**src/logic/prc_pkg.sv**
```systemverilog
// shared constants for the pll runtime reconfiguration link
package prc_pkg;
	localparam int NUM_OUT_DEF = 10;
	localparam int FLD_BITS = 18;
	localparam int CNT_W = 8;
	localparam int LO_POS = 0;
	localparam int HI_POS = 8;
	localparam int BYP_POS = 16;
	localparam int ODD_POS = 17;
	localparam int CP_POS = 7;
	localparam int CP_W = 3;
	localparam int K_POS = 10;
	localparam int LFC_POS = 11;
	localparam int LFC_W = 2;
	localparam int LFR_POS = 13;
	localparam int LFR_W = 5;
	localparam int VCO_TAPS = 8;
	localparam int TAP_W = 3;
	localparam int SEL_W = 4;
	localparam logic [7:0] HI_RST = 8'h01;
	localparam logic [7:0] LO_RST = 8'h01;
	localparam int COARSE_START_DEF = 1;
	localparam int MCLK_HZ = 50_000_000;
	localparam int SCAN_MAX_HZ = 100_000_000;
	localparam int SCAN_HALF_MIN = (MCLK_HZ + 2 * SCAN_MAX_HZ - 1) / (2 * SCAN_MAX_HZ);
	localparam int SCAN_HALF_DEF = 4;
	localparam int AREST_NS = 10;
	localparam int AREST_CYC = (AREST_NS * (MCLK_HZ / 1_000_000) + 999) / 1000;

	function automatic int chain_len(input int n);
		return FLD_BITS * (n + 3);
	endfunction
endpackage

```
**src/logic/prc_if.sv**
```systemverilog
// interface joining the scan controller and the pll reconfiguration end
`timescale 1ns/1ps
interface prc_if;
	logic scan_clk;
	logic scan_clk_ena;
	logic scan_data;
	logic config_update;
	logic pll_areset;
	logic phase_step;
	logic phase_up;
	logic [prc_pkg::SEL_W-1:0] phase_sel;
	logic scan_done;
	logic scan_data_out;
	logic phase_done;

	modport dev(input scan_clk, input scan_clk_ena, input scan_data, input config_update,
		input pll_areset, input phase_step, input phase_up, input phase_sel,
		output scan_done, output scan_data_out, output phase_done);
	modport ctrl(output scan_clk, output scan_clk_ena, output scan_data, output config_update,
		output pll_areset, output phase_step, output phase_up, output phase_sel,
		input scan_done, input scan_data_out, input phase_done);
endinterface

```
**src/logic/prc_device.sv**
```systemverilog
// pll end: scan chain, staged divider update, vco phase taps and dividers
// Functional notes
// - any divider may take any of eight taps
// - fine step is one eighth vco period
// - coarse start delays count minus one periods
// - phase step per scan cycle, unlimited, taps only
// - reload pre, feedback, output, post, cp, filter
// - chain shifts scan data while gate high
// - scan clock at most 100 MHz
// - free running scan clock, gate selects cycles
// - gate raised one scan cycle before data
// - first bit captured on second edge
// - shift exactly 234 or 180 bits
// - one scan cycle update strobe applies chain
// - done high while applying, low when loaded
// - each divider loads on its own clock
// - serial output shows chain contents
// - reset pll after feedback, prescale, loop change
// - whole sequence repeatable without limit
// - reapply phase after frequency change
// - first bit is top divider low lsb
// - last bit is loop filter msb
// - divider holds high, low, bypass, odd
// - bypass passes through, else high plus low
`timescale 1ns/1ps
module prc_device #(
	parameter int NUM_OUT = prc_pkg::NUM_OUT_DEF,
	parameter int COARSE_START = prc_pkg::COARSE_START_DEF
) (
	input wire logic mclk,
	input wire logic rst,
	prc_if.dev link,
	output logic [NUM_OUT-1:0] out_clk,
	output logic fb_clk,
	output logic [prc_pkg::FLD_BITS-1:0] pre_div_setting,
	output logic post_vco_div,
	output logic [prc_pkg::CP_W-1:0] cp_current,
	output logic [prc_pkg::LFR_W-1:0] lf_res,
	output logic [prc_pkg::LFC_W-1:0] lf_cap,
	output logic reprog_active
);
	localparam int LEN = prc_pkg::chain_len(NUM_OUT);
	localparam int W = prc_pkg::FLD_BITS;
	localparam int M_BASE = NUM_OUT * W;
	localparam int N_BASE = M_BASE + W;
	localparam int T_BASE = N_BASE + W;
	localparam int IX_CLK = 0;
	localparam int IX_ENA = 1;
	localparam int IX_DAT = 2;
	localparam int IX_UPD = 3;
	localparam int IX_STEP = 4;
	localparam int IX_UP = 5;
	localparam int IX_SEL = 6;
	localparam int SW = IX_SEL + prc_pkg::SEL_W;
	localparam int ND = NUM_OUT + 1;

	typedef enum logic [1:0] {
		PRC_IDLE = 2'b01,
		PRC_APPLY = 2'b10
	} prc_upd_state_type;

	// ************************************
	// input synchronisers
	// ************************************
	logic [SW-1:0] in_w;
	logic [SW-1:0] s1_reg, s2_reg, s3_reg, st_reg, st_next;
	logic sclk_rise;

	assign in_w = {link.phase_sel, link.phase_up, link.phase_step, link.config_update,
		link.scan_data, link.scan_clk_ena, link.scan_clk};

	always_comb begin
		// a bit only moves once the second and third stage agree
		st_next = (s3_reg & ~(s2_reg ^ s3_reg)) | (st_reg & (s2_reg ^ s3_reg));
		sclk_rise = st_next[IX_CLK] & ~st_reg[IX_CLK];
	end

	always_ff @(posedge mclk) begin
		if (rst) begin
			s1_reg <= '0;
			s2_reg <= '0;
			s3_reg <= '0;
			st_reg <= '0;
		end else begin
			s1_reg <= in_w;
			s2_reg <= s1_reg;
			s3_reg <= s2_reg;
			st_reg <= st_next;
		end
	end

	// ************************************
	// scan chain
	// ************************************
	logic [LEN-1:0] chain_reg, chain_next;
	logic armed_reg, armed_next;

	always_comb begin
		chain_next = chain_reg;
		armed_next = armed_reg;
		if (!st_next[IX_ENA]) begin
			armed_next = 1'b0;
		end else if (sclk_rise) begin
			armed_next = 1'b1;
			if (armed_reg) begin
				// first bit in drifts to index 0, last bit stays at the top
				chain_next = {st_next[IX_DAT], chain_reg[LEN-1:1]};
			end
		end
	end

	always_ff @(posedge mclk) begin
		if (rst) begin
			chain_reg <= '0;
			armed_reg <= 1'b0;
		end else begin
			chain_reg <= chain_next;
			armed_reg <= armed_next;
		end
	end

	assign link.scan_data_out = chain_reg[0];

	// ************************************
	// update sequencing
	// ************************************
	prc_upd_state_type state_reg, state_next;
	logic [LEN-1:0] shadow_reg, shadow_next;
	logic load_reg, load_next;
	logic done_reg, done_next;
	logic [W-1:0] pre_reg, pre_next;
	logic k_reg, k_next;
	logic [prc_pkg::CP_W-1:0] cp_reg, cp_next;
	logic [prc_pkg::LFR_W-1:0] lfr_reg, lfr_next;
	logic [prc_pkg::LFC_W-1:0] lfc_reg, lfc_next;
	logic [ND-1:0] pend_w;

	always_comb begin
		state_next = state_reg;
		shadow_next = shadow_reg;
		load_next = 1'b0;
		done_next = done_reg;
		pre_next = pre_reg;
		k_next = k_reg;
		cp_next = cp_reg;
		lfr_next = lfr_reg;
		lfc_next = lfc_reg;
		case (state_reg)
			PRC_IDLE: begin
				if (sclk_rise && st_next[IX_UPD]) begin
					shadow_next = chain_reg;
					load_next = 1'b1;
					done_next = 1'b1;
					pre_next = chain_reg[N_BASE +: W];
					k_next = chain_reg[T_BASE + prc_pkg::K_POS];
					cp_next = chain_reg[T_BASE + prc_pkg::CP_POS +: prc_pkg::CP_W];
					lfr_next = chain_reg[T_BASE + prc_pkg::LFR_POS +: prc_pkg::LFR_W];
					lfc_next = chain_reg[T_BASE + prc_pkg::LFC_POS +: prc_pkg::LFC_W];
					state_next = PRC_APPLY;
				end
			end
			PRC_APPLY: begin
				// pend bits rise one cycle after the load pulse
				if (!load_reg && pend_w == '0) begin
					done_next = 1'b0;
					state_next = PRC_IDLE;
				end
			end
			default: begin
				state_next = PRC_IDLE;
				done_next = 1'b0;
			end
		endcase
	end

	always_ff @(posedge mclk) begin
		if (rst) begin
			state_reg <= PRC_IDLE;
			shadow_reg <= '0;
			load_reg <= 1'b0;
			done_reg <= 1'b0;
			pre_reg <= '0;
			k_reg <= 1'b0;
			cp_reg <= '0;
			lfr_reg <= '0;
			lfc_reg <= '0;
		end else begin
			state_reg <= state_next;
			shadow_reg <= shadow_next;
			load_reg <= load_next;
			done_reg <= done_next;
			pre_reg <= pre_next;
			k_reg <= k_next;
			cp_reg <= cp_next;
			lfr_reg <= lfr_next;
			lfc_reg <= lfc_next;
		end
	end

	assign link.scan_done = done_reg;
	assign reprog_active = done_reg;
	assign pre_div_setting = pre_reg;
	assign post_vco_div = k_reg;
	assign cp_current = cp_reg;
	assign lf_res = lfr_reg;
	assign lf_cap = lfc_reg;

	// ************************************
	// vco phases and phase stepping
	// ************************************
	// one mclk stands for one eighth of a vco period
	logic [prc_pkg::TAP_W-1:0] vco_reg, vco_next;
	logic pstep;
	logic pdone_reg;

	always_comb begin
		vco_next = vco_reg + 3'h1;
		pstep = sclk_rise & st_next[IX_STEP];
	end

	always_ff @(posedge mclk) begin
		if (rst) begin
			vco_reg <= '0;
			pdone_reg <= 1'b0;
		end else begin
			vco_reg <= vco_next;
			pdone_reg <= pstep;
		end
	end

	assign link.phase_done = pdone_reg;

	// ************************************
	// dividers, last one is the feedback
	// ************************************
	logic [ND-1:0] dout_w;

	for (genvar g = 0; g < ND; g++) begin : g_div
		localparam int BASE = (g == NUM_OUT) ? M_BASE : (NUM_OUT - 1 - g) * W;
		logic [prc_pkg::TAP_W-1:0] tap_reg, tap_next, diff;
		logic [prc_pkg::CNT_W-1:0] hi_reg, hi_next, lo_reg, lo_next;
		logic [prc_pkg::CNT_W-1:0] cnt_reg, cnt_next, crs_reg, crs_next;
		logic byp_reg, byp_next, odd_reg, odd_next, half_reg, half_next;
		logic out_reg, out_next, pend_reg, pend_next, tick;

		always_comb begin
			tap_next = tap_reg;
			hi_next = hi_reg;
			lo_next = lo_reg;
			byp_next = byp_reg;
			odd_next = odd_reg;
			cnt_next = cnt_reg;
			crs_next = crs_reg;
			half_next = half_reg;
			out_next = out_reg;
			pend_next = pend_reg | load_reg;
			tick = (vco_reg == tap_reg);
			diff = vco_reg - tap_reg;
			if (pstep && st_next[IX_SEL +: prc_pkg::SEL_W] == prc_pkg::SEL_W'(g)) begin
				tap_next = st_next[IX_UP] ? tap_reg + 3'h1 : tap_reg - 3'h1;
			end
			if (link.pll_areset) begin
				crs_next = prc_pkg::CNT_W'(COARSE_START - 1);
				cnt_next = '0;
				half_next = 1'b0;
				out_next = 1'b0;
			end else if (half_reg && diff == 3'h4) begin
				// odd divide drops half a vco period late
				half_next = 1'b0;
				out_next = 1'b0;
			end else if (tick && pend_reg && !load_reg) begin
				hi_next = shadow_reg[BASE + prc_pkg::HI_POS +: prc_pkg::CNT_W];
				lo_next = shadow_reg[BASE + prc_pkg::LO_POS +: prc_pkg::CNT_W];
				byp_next = shadow_reg[BASE + prc_pkg::BYP_POS];
				odd_next = shadow_reg[BASE + prc_pkg::ODD_POS];
				pend_next = 1'b0;
				cnt_next = '0;
				out_next = 1'b1;
			end else if (crs_reg != '0) begin
				if (tick) begin
					crs_next = crs_reg - 8'h01;
				end
				out_next = 1'b0;
			end else if (byp_reg) begin
				out_next = ~diff[prc_pkg::TAP_W-1];
			end else if (tick) begin
				cnt_next = cnt_reg + 8'h01;
				if (out_reg && cnt_reg + 8'h01 >= hi_reg) begin
					cnt_next = '0;
					half_next = odd_reg;
					out_next = odd_reg;
				end else if (!out_reg && cnt_reg + 8'h01 >= lo_reg) begin
					cnt_next = '0;
					out_next = 1'b1;
				end
			end
		end

		always_ff @(posedge mclk) begin
			if (rst) begin
				tap_reg <= '0;
				hi_reg <= prc_pkg::HI_RST;
				lo_reg <= prc_pkg::LO_RST;
				byp_reg <= 1'b0;
				odd_reg <= 1'b0;
				cnt_reg <= '0;
				crs_reg <= prc_pkg::CNT_W'(COARSE_START - 1);
				half_reg <= 1'b0;
				out_reg <= 1'b0;
				pend_reg <= 1'b0;
			end else begin
				tap_reg <= tap_next;
				hi_reg <= hi_next;
				lo_reg <= lo_next;
				byp_reg <= byp_next;
				odd_reg <= odd_next;
				cnt_reg <= cnt_next;
				crs_reg <= crs_next;
				half_reg <= half_next;
				out_reg <= out_next;
				pend_reg <= pend_next;
			end
		end

		assign pend_w[g] = pend_reg;
		assign dout_w[g] = out_reg;
	end

	assign out_clk = dout_w[NUM_OUT-1:0];
	assign fb_clk = dout_w[NUM_OUT];
endmodule

```
**src/flat_wrapper.sv**
```systemverilog
// flat-port wrapper written by rule: the top's interface ports become plain ports
module prc_device_flat 
#(
	parameter int NUM_OUT = prc_pkg::NUM_OUT_DEF,
	parameter int COARSE_START = prc_pkg::COARSE_START_DEF
)
  (mclk, rst, out_clk, fb_clk, pre_div_setting, post_vco_div, cp_current, lf_res, lf_cap, reprog_active, link_scan_clk, link_scan_clk_ena, link_scan_data, link_config_update, link_pll_areset, link_phase_step, link_phase_up, link_phase_sel, link_scan_done, link_scan_data_out, link_phase_done);
  prc_if link_i ();
  input wire logic mclk;
  input wire logic rst;
  output logic [NUM_OUT-1:0] out_clk;
  output logic fb_clk;
  output logic [prc_pkg::FLD_BITS-1:0] pre_div_setting;
  output logic post_vco_div;
  output logic [prc_pkg::CP_W-1:0] cp_current;
  output logic [prc_pkg::LFR_W-1:0] lf_res;
  output logic [prc_pkg::LFC_W-1:0] lf_cap;
  output logic reprog_active;
  input wire logic [$bits(link_i.scan_clk)-1:0] link_scan_clk;
  input wire logic [$bits(link_i.scan_clk_ena)-1:0] link_scan_clk_ena;
  input wire logic [$bits(link_i.scan_data)-1:0] link_scan_data;
  input wire logic [$bits(link_i.config_update)-1:0] link_config_update;
  input wire logic [$bits(link_i.pll_areset)-1:0] link_pll_areset;
  input wire logic [$bits(link_i.phase_step)-1:0] link_phase_step;
  input wire logic [$bits(link_i.phase_up)-1:0] link_phase_up;
  input wire logic [$bits(link_i.phase_sel)-1:0] link_phase_sel;
  output wire logic [$bits(link_i.scan_done)-1:0] link_scan_done;
  output wire logic [$bits(link_i.scan_data_out)-1:0] link_scan_data_out;
  output wire logic [$bits(link_i.phase_done)-1:0] link_phase_done;
  assign link_i.scan_clk = link_scan_clk;
  assign link_i.scan_clk_ena = link_scan_clk_ena;
  assign link_i.scan_data = link_scan_data;
  assign link_i.config_update = link_config_update;
  assign link_i.pll_areset = link_pll_areset;
  assign link_i.phase_step = link_phase_step;
  assign link_i.phase_up = link_phase_up;
  assign link_i.phase_sel = link_phase_sel;
  assign link_scan_done = link_i.scan_done;
  assign link_scan_data_out = link_i.scan_data_out;
  assign link_phase_done = link_i.phase_done;
  prc_device #(.NUM_OUT(NUM_OUT), .COARSE_START(COARSE_START)) u_core (.mclk(mclk), .rst(rst), .link(link_i), .out_clk(out_clk), .fb_clk(fb_clk), .pre_div_setting(pre_div_setting), .post_vco_div(post_vco_div), .cp_current(cp_current), .lf_res(lf_res), .lf_cap(lf_cap), .reprog_active(reprog_active));
endmodule
```
**config.mk**
```make
export PLATFORM = sky130hd
export DESIGN_NAME = prc_device_flat
export DESIGN_NICKNAME = d
export VERILOG_FILES = /design/src/logic/prc_pkg.sv /design/src/logic/prc_if.sv /design/src/logic/prc_device.sv /design/src/flat_wrapper.sv
export SDC_FILE = /design/constraint.sdc
export NUM_CORES = 2
export LEC_CHECK = 0
export BUFFER_PORTS_ARGS = -buffer_cell sky130_fd_sc_hd__buf_4
export CORE_MARGIN = 2
export CORE_UTILIZATION = 45
export DETAILED_ROUTE_END_ITERATION = 7
export PLACE_DENSITY = 0.69
export SETUP_SLACK_MARGIN = 0.5
export SYNTH_ARGS = -nofsm -noshare
export SYNTH_HDL_FRONTEND = slang
export SYNTH_SLANG_ARGS = --single-unit
```
**constraint.sdc**
```tcl
create_clock -name mclk -period 4.5 [get_ports mclk]
set_input_delay 0.45 -clock mclk [delete_from_list [all_inputs] [get_ports mclk]]
set_output_delay 0.45 -clock mclk [all_outputs]
set_load 0.05 [all_outputs]
```
# Word-level counts from Yosys, hierarchy flattened
# Index checks and enable logic that the tools add are counted.
[totals]
ff_bits = 950
latch_bits = 0
ramBits = 0
rom_bits = 0
out_inout_bits = 44
word_cells = 721
n_memories = 0
[op_classes]
n_addsub = 56
n_mul = 0
div = 0
order_cmp = 22
eq_ne = 58
n_shift = 0
n_mux = 183
n_bitwise = 77
n_reduce_logical = 198
[ops]
columns = ["operator", "count"]
rows = [
  ["2-to-1 mux 8 bit", 66],
  [">= comparator 8 bit", 22],
  ["2-to-1 mux 1 bit", 102],
  ["adder 8 x 1 -> 8 bit, second input constant", 11],
  ["AND reduction 4 bit", 22],
  ["nonzero test 8 bit", 11],
  ["subtractor 8 x 1 -> 8 bit, second input constant", 11],
  ["logical AND 1 bit", 68],
  ["inverter 1 bit", 59],
  ["AND reduction 5 bit", 11],
  ["nonzero test 5 bit", 11],
  ["nonzero test 4 bit", 11],
  ["adder 3 x 1 -> 3 bit, second input constant", 12],
  ["AND reduction 3 bit", 12],
  ["== test 3 bit", 11],
  ["== test 3 bit, second input constant", 11],
  ["2-to-1 mux 3 bit", 11],
  ["OR reduction 3 bit", 11],
  ["subtractor 3 x 1 -> 3 bit, second input constant", 11],
  ["subtractor 3 bit", 11],
  ["!= test 2 x 1 -> 1 bit, second input constant", 13],
  ["AND reduction 2 bit", 13],
  ["!= test 2 bit, second input constant", 11],
  ["nonzero test 2 bit", 11],
  ["19 further kinds", 51],
]

# Logic depth before layout (Yosys ltp)
[depth]
ltp_word = 9
ltp_mapped = 13
depth_no_buf = 13

# Worst setup path after synthesis
# Ideal clock, no wire load.
[synth_timing]
path_type = "register to register"
startpoint = "register u_core.g_div[6].cnt_reg[0] in the netlist's numbering"
endpoint = "register u_core.g_div[6].cnt_reg[3] in the netlist's numbering"
setup_time_ps = 87
arrival_ps = 2834
t_required_ps = 4413
slack_ps = 1579
stages_incl_launch_ff = 11
path_buffers = 0
synth_period_minus_slack_ps = 2921
path_cell_list = "dfxtp_1 ha_1 nand3_1 xnor2_1 ha_1 or4_1 a21oi_1 o31ai_1 o22a_1 or4_1 o31ai_1"
[synth_via]
elab_chain_cells = 9
[synth_rtl]
columns = ["item", "line", "rtl"]
rows = [
  ["start: declaration", "prc_device.sv:242", "logic [prc_pkg::CNT_W-1:0] cnt_reg, cnt_next, crs_reg, crs_next;"],
  ["start signal: assignment", "prc_device.sv:317", "cnt_reg <= cnt_next;"],
  ["adder 8 x 1 -> 8 bit (*)", "prc_device.sv:287, prc_device.sv:288, prc_device.sv:292", ""],
  [">= comparator 8 bit", "prc_device.sv:292", "end else if (!out_reg && cnt_reg + 8'h01 >= lo_reg) begin"],
  ["logical AND 1 bit", "prc_device.sv:292", ""],
  ["2-to-1 mux 8 bit", "prc_device.sv:292", ""],
  ["2-to-1 mux 8 bit (*)", "prc_device.sv:288", "if (out_reg && cnt_reg + 8'h01 >= hi_reg) begin"],
  ["2-to-1 mux 8 bit (*)", "prc_device.sv:286", "end else if (tick) begin"],
  ["2-to-1 mux 8 bit (*)", "prc_device.sv:284", "end else if (byp_reg) begin"],
  ["2-to-1 mux 8 bit (*)", "prc_device.sv:279", "end else if (crs_reg != '0) begin"],
  ["2-to-1 mux 8 bit (*)", "prc_device.sv:271", "end else if (tick && pend_reg && !load_reg) begin"],
]
# Mark *: on every way between the ends. The rest lies on a longest branch, timed or not. The select of a mux whose other input is x is not followed.
# A chain may end at the register's enable or synchronous reset.

# Worst setup path after layout
[layout_timing]
startpoint = "register u_core.vco_reg[0] in the netlist's numbering"
endpoint = "register u_core.g_div[2].lo_reg[0] in the netlist's numbering"
[layout_via]
elab_chain_cells = 5
[layout_rtl]
columns = ["item", "line", "rtl"]
rows = [
  ["start: declaration", "prc_device.sv:212", "logic [prc_pkg::TAP_W-1:0] vco_reg, vco_next;"],
  ["start signal: assignment", "prc_device.sv:226", "vco_reg <= vco_next;"],
  ["subtractor 3 bit", "prc_device.sv:258", "diff = vco_reg - tap_reg;"],
  ["== test 3 bit", "prc_device.sv:267", "end else if (half_reg && diff == 3'h4) begin"],
  ["logical AND 1 bit", "prc_device.sv:267", ""],
  ["inverter 1 bit (no line)", "-", ""],
  ["AND reduction 3 bit (no line) (*)", "-", ""],
  ["end signal: assignment", "prc_device.sv:303", "lo_reg <= prc_pkg::LO_RST;"],
  ["end signal: assignment", "prc_device.sv:314", "lo_reg <= lo_next;"],
  ["end: declaration", "prc_device.sv:241", "logic [prc_pkg::CNT_W-1:0] hi_reg, hi_next, lo_reg, lo_next;"],
]
# Mark *: on every way between the ends. The rest lies on a longest branch, timed or not.

==> impl_metrics.py <==
metrics = {
    "critical_path": {
        "crit_type": "flip-flop to flip-flop",
        "cp_max_fo": 19,
        "crit_path_end_kind": "flip-flop",
        "r2r_slack_ns": 1.18,
        "crit_path_start_kind": "flip-flop",
        "critical_path_required_ns": 5.05,
        "arrival_ns": 3.86,
    },
    "sta": {
        "fmax_mhz": 301,
        "final-max-slew-violation-count": 0,
        "finClkSkew_ns": 0.0371,
        "hold_viol": 0,
        "period_needed_ns": 3.32,
        "rsz0062_at_grt": "no",
        "period_share_pct": 73.7,
        "tightest_slew_ns": 1.03,
        "slew_headroom_pct": 31.1,
        "setup_tns_ns": 0,
        "final-setup-viol-count": 0,
    },
    "layout": {
        "antennaDiodeCount": 0,
        "fin_util_pct": 50.7,
        "area_growth_pct": 11.2,
        "layout-drive-gt1-share_pct": 5.94,
        "nets": 5132,
        "largest_reg_flops": 234,
    },
    "clock_network": {
        "cts_sinks": 949,
        "path_clk_slew_ns": 0.06,
        "post_cts_buffers": 0,
        "cts_tree": "yes",
        "numCtsBuffers": 96,
        "cts_max_level": 3,
        "cts_resized": 0,
        "cts_root_buf": "clkbuf_16",
        "clockBufferDepth": 3,
        "cts_hold_buf": 9,
        "clock_latency_ns": 0.68,
    },
    "logic_synthesis": {
        "synth_nets": 5184,
        "yosys-top-cells-area": "dfxtp_1, nand2_1, ha_1",
        "async_reset_ff_share_pct": 0,
        "synth_edf_count": 0,
        "synth_top_area_cell": "dfxtp_1",
        "synth_cell_types": 76,
        "yosys.area.top_type_share_pct": 46.1,
        "netlist_area_mm2": 0.0412,
        "synth.top_cells.by_count": "nand2_1, dfxtp_1, a21oi_1, nor2_1",
        "synth_most_common_cell": "nand2_1",
        "ys_ff_latch": 949,
        "synth_cells": 4929,
        "ys_seq_area_share_pct": 46.1,
        "synth-main-ff-cell": "dfxtp_1",
        "ys_warn_count": 0,
        "syn_area_per_cell_um2": 8.36,
    },
    "routing": {
        "drt-vias-per-instance": 5.20,
        "routed.top_layer": "met4",
        "ant_nets": 0,
        "met1_length_mm": 42.2,
        "drc": 0,
        "wl_per_cell_um": 14.2,
        "wl_met2_mm": 39.3,
        "dr.pass1.iters": 7,
        "via_count": 31834,
        "drt_iter0_drc": 2015,
        "drt-total-wl_mm": 86.8,
        "wl_met3_mm": 3.16,
    },
    "die": {
        "die_h_um": 307,
        "initial_utilization_pct": 45.6,
        "ios": 57,
        "core-area_mm2": 0.0904,
        "die_width_um": 307,
        "die_area_mm2": 0.0940,
        "fp-row-count": 110,
    },
    "grt": {
        "grt.total_usage_pct": 18.2,
        "grt_start_max_net_pins": 211,
        "antenna_found_initial": 2,
        "grt_first_pass_wirelength_mm": 146,
        "first_global_vias": 29817,
        "grt-ovfl-total": 0,
    },
    "placement": {
        "place_congestion": 0.845,
        "dp_hpwl_mm": 55.6,
        "portBuffers": 56,
    },
    "run_status": {
        "status": "finished clean",
    },
    "pwr": {
        "peakVddDrop_mv": 0.310,
        "power.density_mw_per_mm2": 462,
        "p_leak_nw": 17.7,
    },
    "hold_path": {
        "hp-class": "input pin to flip-flop",
    },
    "run": {
        "maxCapViolations": 0,
    },
}
## per-stage QoR
step / hold WS [ns] / cell area, um^2 / instances / setup slack (ns) / power (mW)
6_report: 0.0388 / 45800 / 6127 / 1.18 / 21.2
3_5_place_dp: 0.426 / 42600 / 5945 / 1.20 / 13.4
4_1_cts: 0.0105 / 45800 / 6126 / 1.16 / 21.4
5_1_grt: 0.0535 / 45800 / 6127 / 0.922 / 22.3
2_1_floorplan: 0.414 / 41200 / 4929 / 1.58 / 12.6
3_3_place_gp: 0.422 / 42600 / 5945 / 1.23 / 13.3
## cell families (layout without fill, tap and decap cells)
family | Yosys count | count (layout) | share of synthesized area (%)
buffers and inverters | 486 | 508 | 4.61
adder cells (fa/ha/maj) | 248 | 248 | 7.69
AND/OR/NAND/NOR | 2015 | 2015 | 21.2
flip-flops | 949 | 949 | 46.1
XOR/XNOR | 170 | 170 | 3.63
multiplexers | 172 | 172 | 4.18
AO/OA/AOI/OAI | 889 | 889 | 12.6
## cells in the final DEF (no fill, tap or decap), drive strengths merged, types with 22 or more instances in the layout
cell | netlist | layout
nand2 | 1131 | 1131
dfxtp | 949 | 949
a21oi | 576 | 576
nor2 | 405 | 405
inv | 231 | 235
ha | 231 | 231
mux2i | 170 | 170
clkbuf | 205 | 142
nand3 | 102 | 102
xor2 | 96 | 96
buf | 50 | 96
xnor2 | 74 | 74
o21ai | 68 | 68
nor2b | 63 | 63
nor3 | 52 | 52
nand2b | 40 | 40
and3 | 40 | 40
a21o | 36 | 36
a211oi | 35 | 35
and2 | 33 | 33
a211o | 24 | 24
a22oi | 23 | 23
or2 | 23 | 23
nor4 | 22 | 22
nand4 | 22 | 22
## layout make-up
type	instances	area [um^2]
Clock buffer	142	2850
Multi-Input combinational cell	3494	20300
Inverter	231	867
Timing Repair Buffer	105	1010
Fill cell	8463	44600
Clock inverter	30	300
Sequential cell	949	19000
Tap cell	1176	1470
## critical path, cell delays in order, from the launching register on
cell and delay [ns]:
dfxtp_1 0.37, inv_1 0.29, ha_1 0.41, nand2_1 0.10
nor4_1 0.58, or3b_1 0.83, and2_0 0.35, a211o_1 0.26
## final timing paths
check | depth (start not counted) | from | end
max reg2reg | 7 | u_core.vco_reg[0] | u_core.g_div[2].lo_reg[0]
min | 2 | link_scan_clk_ena | u_core.s1_reg[1]
min reg2reg | 1 | u_core.s1_reg[4] | u_core.s2_reg[4]
max | 7 | u_core.vco_reg[0] | u_core.g_div[2].lo_reg[0]
## per-layer routing
metal  GRT usage (%)  vias to the layer above
met3            2.61                      151
met2            29.6                      445
met4            5.52                        0
li1                -                    16369
met5               0                        -
met1            25.1                    14869
## report_power, final
part | internal (mW) | total [mW] | switching (mW)
logic | 1.68 | 4.25 | 2.57
registers | 8.73 | 9.02 | 0.298
clock network | 4.56 | 7.89 | 3.33
total | 15.0 | 21.2 | 6.20
(Power assumes the default switching activity.)
